`src/dpr_cfg.svh`:
```
// Timing counts, widths and register offsets of the dual-port RAM controller
`ifndef DPR_CFG_SVH
`define DPR_CFG_SVH
`define DPR_ADDR_W 8
`define DPR_DATA_W 16
`define DPR_WORDS 256
`define DPR_CLK_NS 40
// Pin timing in ns, plain defaults
`define DPR_T_AC_NS 80
`define DPR_T_RC_NS 80
`define DPR_T_AS_NS 20
`define DPR_T_WW_NS 60
`define DPR_T_AH_NS 20
`define DPR_T_PW_NS 80
`define DPR_T_PAH_NS 20
// Cycles: least times round up
`define DPR_CYC(ns) (((ns) + `DPR_CLK_NS - 1) / `DPR_CLK_NS)
`define DPR_AC_CYC `DPR_CYC(`DPR_T_AC_NS)
`define DPR_RC_CYC `DPR_CYC(`DPR_T_RC_NS)
`define DPR_AS_CYC `DPR_CYC(`DPR_T_AS_NS)
`define DPR_WW_CYC `DPR_CYC(`DPR_T_WW_NS)
`define DPR_AH_CYC `DPR_CYC(`DPR_T_AH_NS)
`define DPR_PW_CYC `DPR_CYC(`DPR_T_PW_NS)
`define DPR_PAH_CYC `DPR_CYC(`DPR_T_PAH_NS)
// Register byte offsets
`define DPR_REG_CTRL 4'h0
`define DPR_REG_ADDR 4'h4
`define DPR_REG_WDATA 4'h8
`define DPR_REG_RDATA 4'hc
// Control fields
`define DPR_CTRL_GO 0
`define DPR_CTRL_WR 1
`define DPR_CTRL_SLEEP 2
`define DPR_CTRL_OE 3
// Status fields in control readback
`define DPR_STAT_BUSY 8
`define DPR_STAT_DONE 9
`endif

```
`src/dpr_pkg.sv`:
```
// Types of the dual-port RAM controller
package dpr_pkg;
  typedef enum logic [2:0] {
    DprIdle, DprRdSetup, DprRdWait, DprWrSetup, DprWrStrobe, DprWrHold, DprRelease
  } dpr_state_t;
endpackage

```
`src/dpr_pins_if.sv`:
```
// Synchronised RAM read-data bundle between the pin syncer and the sequencer
`timescale 1ns/1ps
`include "dpr_cfg.svh"
interface dpr_pins_if;
  logic [`DPR_DATA_W-1:0] data;
  modport src (output data);
  modport dst (input data);
endinterface

```
`src/dpr_sync.sv`:
```
// Three-stage synchroniser for the RAM output data bus
`timescale 1ns/1ps
`include "dpr_cfg.svh"
module dpr_sync (
  // Clock
  input wire logic mclk,
  input wire logic sys_rst,
  input wire logic clkEn,
  // Pins and result
  input wire logic [`DPR_DATA_W-1:0] ramDout,
  dpr_pins_if.src out
);
  logic [`DPR_DATA_W-1:0] s1_q, s2_q, s3_q, held_q;
  // Only the second stage reads the first
  always_ff @(posedge mclk) begin
    if (sys_rst) begin
      s1_q <= '0;
      s2_q <= '0;
      s3_q <= '0;
    end else if (clkEn) begin
      s1_q <= ramDout;
      s2_q <= s1_q;
      s3_q <= s2_q;
    end
  end
  // Accept a change once stages two and three agree
  always_ff @(posedge mclk) begin
    if (sys_rst) begin
      held_q <= '0;
    end else if (clkEn && s2_q == s3_q) begin
      held_q <= s3_q;
    end
  end
  assign out.data = held_q;
endmodule

```
`src/dpr_ctrl.sv`:
```
// Avalon-MM driven controller that runs read and write cycles on the RAM pins
`timescale 1ns/1ps
`include "dpr_cfg.svh"
module dpr_ctrl
  import dpr_pkg::*;
(
  // Clock and reset
  input wire logic mclk,
  input wire logic sys_rst,
  input wire logic clkEn,
  // Avalon-MM slave
  input wire logic [3:0] avs_address,
  input wire logic avs_read,
  input wire logic avs_write,
  input wire logic [31:0] avs_writedata,
  output logic [31:0] avs_readdata,
  output logic avs_waitrequest,
  // RAM pins
  output logic [`DPR_ADDR_W-1:0] read_addr_bus,
  output logic [`DPR_ADDR_W-1:0] write_addr_bus,
  output logic [`DPR_DATA_W-1:0] ramDin,
  output logic read_port_select_n,
  output logic write_port_select_n,
  output logic write_strobe_n,
  output logic output_drive_n,
  output logic read_sleep,
  input wire logic [`DPR_DATA_W-1:0] ramDout
);
  dpr_state_t state_q;
  logic [7:0] cnt_q;
  logic [7:0] sleepCnt_q;
  logic [`DPR_ADDR_W-1:0] addr_q;
  logic [`DPR_DATA_W-1:0] wdata_q, rdata_q;
  logic isWr_q, done_q, sleepReq_q, oeReq_q, accept, goPulse, stall, rdAck_q;
  dpr_pins_if pins ();

  // ==========================================
  // Pin data synchroniser
  dpr_sync u_sync (
    .mclk(mclk),
    .sys_rst(sys_rst),
    .clkEn(clkEn),
    .ramDout(ramDout),
    .out(pins.src)
  );

  function automatic logic [7:0] cyc8(input int n);
    cyc8 = (n < 1) ? 8'h01 : n[7:0];
  endfunction

  // ==========================================
  // Bus slave: reads take one wait state, a start stalls while busy
  // Frozen clock stalls every request, so none is lost while clkEn is low
  assign goPulse = avs_write && avs_address == `DPR_REG_CTRL && avs_writedata[`DPR_CTRL_GO];
  assign stall = !clkEn || (avs_read && !rdAck_q) || (goPulse && state_q != DprIdle);
  assign avs_waitrequest = (avs_read || avs_write) && stall;
  assign accept = avs_write && !avs_waitrequest && clkEn;

  // Read acknowledge: high in the cycle in which registered readdata stands
  always_ff @(posedge mclk) begin
    if (sys_rst) begin
      rdAck_q <= 1'b0;
    end else if (clkEn) begin
      rdAck_q <= avs_read && !rdAck_q;
    end
  end

  always_ff @(posedge mclk) begin
    if (sys_rst) begin
      avs_readdata <= '0;
    end else if (clkEn && avs_read && !rdAck_q) begin
      case (avs_address)
        `DPR_REG_CTRL: begin
          avs_readdata <= 32'h0;
          avs_readdata[`DPR_CTRL_WR] <= isWr_q;
          avs_readdata[`DPR_CTRL_SLEEP] <= sleepReq_q;
          avs_readdata[`DPR_CTRL_OE] <= oeReq_q;
          avs_readdata[`DPR_STAT_BUSY] <= state_q != DprIdle;
          avs_readdata[`DPR_STAT_DONE] <= done_q;
        end
        `DPR_REG_ADDR: avs_readdata <= {{(32-`DPR_ADDR_W){1'b0}}, addr_q};
        `DPR_REG_WDATA: avs_readdata <= {{(32-`DPR_DATA_W){1'b0}}, wdata_q};
        `DPR_REG_RDATA: avs_readdata <= {{(32-`DPR_DATA_W){1'b0}}, rdata_q};
        default: avs_readdata <= 32'h0;
      endcase
    end
  end

  // Software registers, written only at an accepted write
  always_ff @(posedge mclk) begin
    if (sys_rst) begin
      addr_q <= '0;
      wdata_q <= '0;
      isWr_q <= 1'b0;
      oeReq_q <= 1'b0;
      sleepReq_q <= 1'b0;
    end else if (accept) begin
      case (avs_address)
        `DPR_REG_ADDR: addr_q <= avs_writedata[`DPR_ADDR_W-1:0];
        `DPR_REG_WDATA: wdata_q <= avs_writedata[`DPR_DATA_W-1:0];
        `DPR_REG_CTRL: begin
          isWr_q <= avs_writedata[`DPR_CTRL_WR];
          oeReq_q <= avs_writedata[`DPR_CTRL_OE];
          sleepReq_q <= avs_writedata[`DPR_CTRL_SLEEP];
        end
        default: ;
      endcase
    end
  end

  // ==========================================
  // Sleep pin: low pulse held at least the minimum width
  always_ff @(posedge mclk) begin
    if (sys_rst) begin
      read_sleep <= 1'b1;
      sleepCnt_q <= '0;
    end else if (clkEn) begin
      if (read_sleep && !sleepReq_q && state_q == DprIdle) begin
        read_sleep <= 1'b0;
        sleepCnt_q <= cyc8(`DPR_PW_CYC);
      end else if (!read_sleep && sleepReq_q && sleepCnt_q == 8'h0 && state_q == DprIdle &&
          !(accept && goPulse)) begin
        // A read starting in this cycle must not meet a rising sleep
        read_sleep <= 1'b1;
      end else if (sleepCnt_q != 8'h0) begin
        sleepCnt_q <= sleepCnt_q - 8'h01;
      end
    end
  end

  // ==========================================
  // Cycle sequencer
  always_ff @(posedge mclk) begin
    if (sys_rst) begin
      state_q <= DprIdle;
      cnt_q <= '0;
      done_q <= 1'b0;
      rdata_q <= '0;
      read_addr_bus <= '0;
      write_addr_bus <= '0;
      ramDin <= '0;
      read_port_select_n <= 1'b1;
      write_port_select_n <= 1'b1;
      write_strobe_n <= 1'b1;
      output_drive_n <= 1'b1;
    end else if (clkEn) begin
      // Done is cleared by a new write or awake-read start; a finishing cycle sets it again later, an asleep read at once
      output_drive_n <= !oeReq_q;
      if (cnt_q != 8'h0) begin
        cnt_q <= cnt_q - 8'h01;
      end
      case (state_q)
        DprIdle: begin
          if (accept && goPulse) begin
            done_q <= 1'b0;
            if (avs_writedata[`DPR_CTRL_WR]) begin
              write_addr_bus <= addr_q;
              ramDin <= wdata_q;
              write_port_select_n <= 1'b0;
              cnt_q <= cyc8(`DPR_AS_CYC);
              state_q <= DprWrSetup;
            end else if (!read_sleep) begin
              // Address set and select falls at the same edge: access starts on the fall
              read_addr_bus <= addr_q;
              read_port_select_n <= 1'b0;
              cnt_q <= cyc8(`DPR_AC_CYC + 3 > `DPR_RC_CYC ? `DPR_AC_CYC + 3 : `DPR_RC_CYC);
              state_q <= DprRdWait;
            end else begin
              // Asleep reads zeros; no access started
              rdata_q <= '0;
              done_q <= 1'b1;
            end
          end
        end
        DprRdWait: begin
          // Later of access delays plus the three-flop sync
          if (cnt_q == 8'h0) begin
            rdata_q <= pins.data;
            read_port_select_n <= 1'b1;
            cnt_q <= cyc8(`DPR_PAH_CYC);
            state_q <= DprRelease;
          end
        end
        DprWrSetup: begin
          if (cnt_q == 8'h0) begin
            write_strobe_n <= 1'b0;
            cnt_q <= cyc8(`DPR_WW_CYC);
            state_q <= DprWrStrobe;
          end
        end
        DprWrStrobe: begin
          // Address and data frozen while strobe low
          if (cnt_q == 8'h0) begin
            write_strobe_n <= 1'b1;
            cnt_q <= cyc8(`DPR_AH_CYC);
            state_q <= DprWrHold;
          end
        end
        DprWrHold: begin
          if (cnt_q == 8'h0) begin
            write_port_select_n <= 1'b1;
            state_q <= DprRelease;
            cnt_q <= cyc8(`DPR_PAH_CYC);
          end
        end
        DprRelease: begin
          // Read address held after select rises
          if (cnt_q == 8'h0) begin
            done_q <= 1'b1;
            state_q <= DprIdle;
          end
        end
        default: state_q <= DprIdle;
      endcase
    end
  end
endmodule

```
`config.mk`:
```
export PLATFORM = sky130hd
export DESIGN_NAME = dpr_ctrl
export DESIGN_NICKNAME = d
export VERILOG_FILES = /design/src/dpr_pkg.sv /design/src/dpr_pins_if.sv /design/src/dpr_sync.sv /design/src/dpr_ctrl.sv
export VERILOG_INCLUDE_DIRS = /design/src /design/src/src
export SDC_FILE = /design/constraint.sdc
export NUM_CORES = 1
export LEC_CHECK = 0
export BUFFER_PORTS_ARGS = -buffer_cell sky130_fd_sc_hd__clkbuf_2
export CAP_MARGIN = 0
export CORE_MARGIN = 2
export CORE_UTILIZATION = 45
export CTS_CLUSTER_SIZE = 40
export DETAILED_ROUTE_END_ITERATION = 7
export PLACE_DENSITY = 0.66
export RECOVER_POWER = 100
export SLEW_MARGIN = 15
export SYNTH_ARGS = -nofsm -noshare
export SYNTH_HDL_FRONTEND = slang
export SYNTH_SLANG_ARGS = --single-unit
```
`constraint.sdc`:
```
create_clock -name mclk -period 5.1 [get_ports mclk]
set_input_delay 0.255 -clock mclk [delete_from_list [all_inputs] [get_ports mclk]]
set_output_delay 0.255 -clock mclk [all_outputs]
set_load 0.01 [all_outputs]
```
==> run metrics <==
status=complete, but fails checks; failing checks=capacitance limit, slew limit; row count=47; largest net degree at the start of global routing=106; syn avg cell area=9.28 um^2; num ports=between 100 and 150; fillcell total=about 1600; vias per inst=between 5 and 6; synth top area cells=dfxtp_1 48%, mux2i_1 11%, nor2_1 6.1%; met1 wire length=just under 8000 um; CP Capture Type=flop; ys async rst share=0%; post-CTS setup buffers=0; DPL Wire Length=11300 um; Post-synth EDFFs=0; Clock Sinks=181; die height=133 um; Crit Path Max Fanout=13; TritonCTS clock tree=yes; drt wl/cell=15.1 um; endpoints failing hold=0; Longest Clk Path Bufs=2; leakage=3.29 nW; commonest cells in the netlist=181 x dfxtp_1, 122 x nor2_1, 84 x mux2i_1, 64 x nand2_1, 57 x a21oi_1; Max-slew headroom=-38.8%; final setup vio count=0; uppermost layer routed=met4; fin nets=932; library cells used by synthesis=55; Buffers on Ports=94; Resized Gates After CTS=0; Worst Tran Pin Value=2.08 ns; post-synthesis register bit count=181; first-pass GRT wire length=27600 um; Final ANT Viol Nets=0; CTS clk-pin slew, worst paths=0.06 ns; maximum resistive drop on vdd=roughly 0.00031 V; number of global-route vias before repair=5432; Initial Util=45.7%; WL met2=8020 um; Final Max Slew Viols=106; antenna violations before repair=0; Setup TNS Final=0 ns; number of buffers inserted by hold repair at cts=0; Die Span X=between 100 and 150 um; P&R area growth vs syn=12.5%; routed wire length=16600 um; total congestion overflow=0; Syn. warnings=0; Finished Cell Area=8460 um^2; root buf cell=clkbuf_16; post-layout minimum cycle time=2.76 ns; post-synth top area cell=dfxtp_1; critical path arrival=2.99 ns; Cells after Synth=810; post-synthesis cell area=7520 um^2; CP Class=flop to flop; sequential area share after synthesis=48.2%; ant diodes=0; DR vias=5817; DRT iter0 DRCs=446; GRT Total Usage=19.2%; first-pass detailed-route iteration total=4; RSZ-0062 raised after global routing=no; Tot Pwr=3.30 mW; CP required=5.33 ns; Worst-Skew Late Latency=0.42 ns; PD cells=390 nW/um^2; post-synth top area share=roughly half; routed wl met3=between 600 and 700 um; # DRC=0; Num CTS Buffers=17; Achievable Freq=362 MHz; dpl cell area=between 8000 and 9000 um^2; H-tree depth=4; Core Region=roughly 16000 um^2; Hold Path Class=input pin to flop; Critical Path Start Type=flop; share of cells above drive strength 1=10.8%; period utilisation layout=54.2%; count leader, synth=dfxtp_1; Fin Clk Skew=around 0.011 ns; Placer Congestion=approximately 0.77; Primary FF master, synth=dfxtp_1; max cap viols=1; total die area=17800 um^2
## critical path, stage by stage, from the launching register on
cell and delay (ns):
dfxtp_1 0.32, nand2b_1 0.21, nand3_1 0.13, nor3b_1 0.70, clkbuf_1 0.86, mux2i_1 0.28, nor2_1 0.06
## report_power, final
part	switching, mW	internal (mW)	total (mW)
clock network	0.529	0.719	1.25
registers	0.0668	1.48	1.55
logic	0.311	0.193	0.504
total	0.906	2.39	3.30
## worst paths after layout
check | from | endpoint | slack [ns] | depth (start not counted)
hold reg to reg | ramDin[0] | ramDin[0] | 0.45 | 2
setup reg to reg | rdAck_q | wdata_q[13] | 2.34 | 6
setup / recovery | rdAck_q | wdata_q[13] | 2.34 | 6
hold / removal | avs_writedata[10] | wdata_q[10] | 0.07 | 3
## final cells by class
class / instances / area (um^2) / share of cell area [%]
sequential: 181 / 3620 / 42.8
multi-input combinational: 560 / 3540 / 41.8
clock buffer: 22 / 484 / 5.72
timing repair buffer: 99 / 428 / 5.06
tap: 220 / 275 / 3.25
clock inverter: 7 / 71.3 / 0.843
inverter: 11 / 41.3 / 0.488
## sequential cells by signal (all words and copies together) (netlist names), 3 cells and up
| register | count |
|---|---|
| avs_readdata | 16 |
| u_sync.out.data | 16 |
| wdata_q | 16 |
| u_sync.s1_q | 16 |
| addr_q | 8 |
| ramDin | 16 |
| u_sync.s2_q | 16 |
| rdata_q | 16 |
| state_q | 3 |
| write_addr_bus | 8 |
| sleepCnt_q | 8 |
| cnt_q | 8 |
| u_sync.s3_q | 16 |
| read_addr_bus | 8 |
## cells by family (layout without fill, tap and decap cells)
family                     Yosys count  after routing  share of synthesized area (%)
AOI/OAI and AO/OA                  157            157                           13.4
xor gates and xnor gates            21             21                           2.45
adders and majority gates            5              5                          0.832
buffers and inverters               84            139                           5.43
DFF                                181            181                           48.2
muxes                              100            100                           14.0
other                                1             16                         0.0499
and+or+nand+nor                    261            261                           15.6
## metrics by stage
step	instances	util [%]	hold slack (ns)	setup WS, ns
floorplan	825	-	0.402	2.99
global placement	1071	48.6	0.439	2.29
detailed placement	1071	48.6	0.445	2.33
CTS	1100	52.0	0.0549	2.67
global route	1100	51.4	0.0581	1.97
finish	1100	51.4	0.0718	2.34
## metal layers
layer | up-vias | track usage (%)
met5 | - | 0
met4 | 0 | 5.02
met3 | 11 | 4.38
met2 | 103 | 31.4
met1 | 2784 | 25.6
li1 | 2919 | -
## cell usage in the layout (no fill, tap or decap), types with 4 or more instances in the layout
master	count
a21oi_1	57
a22o_1	25
a22oi_1	15
a31oi_1	7
and3_1	4
clkbuf_1	59
clkbuf_16	17
clkbuf_2	39
clkbuf_8	4
conb_1	16
dfxtp_1	181
ha_1	5
inv_1	11
mux2_2	13
mux2i_1	84
nand2_1	64
nand2b_1	5
nand3_1	25
nand4_1	5
nor2_1	122
nor3_1	10
nor4_1	6
o211ai_1	5
o21ai_0	27
or3_1	4
xor2_1	18
(Power assumes the default switching activity.)
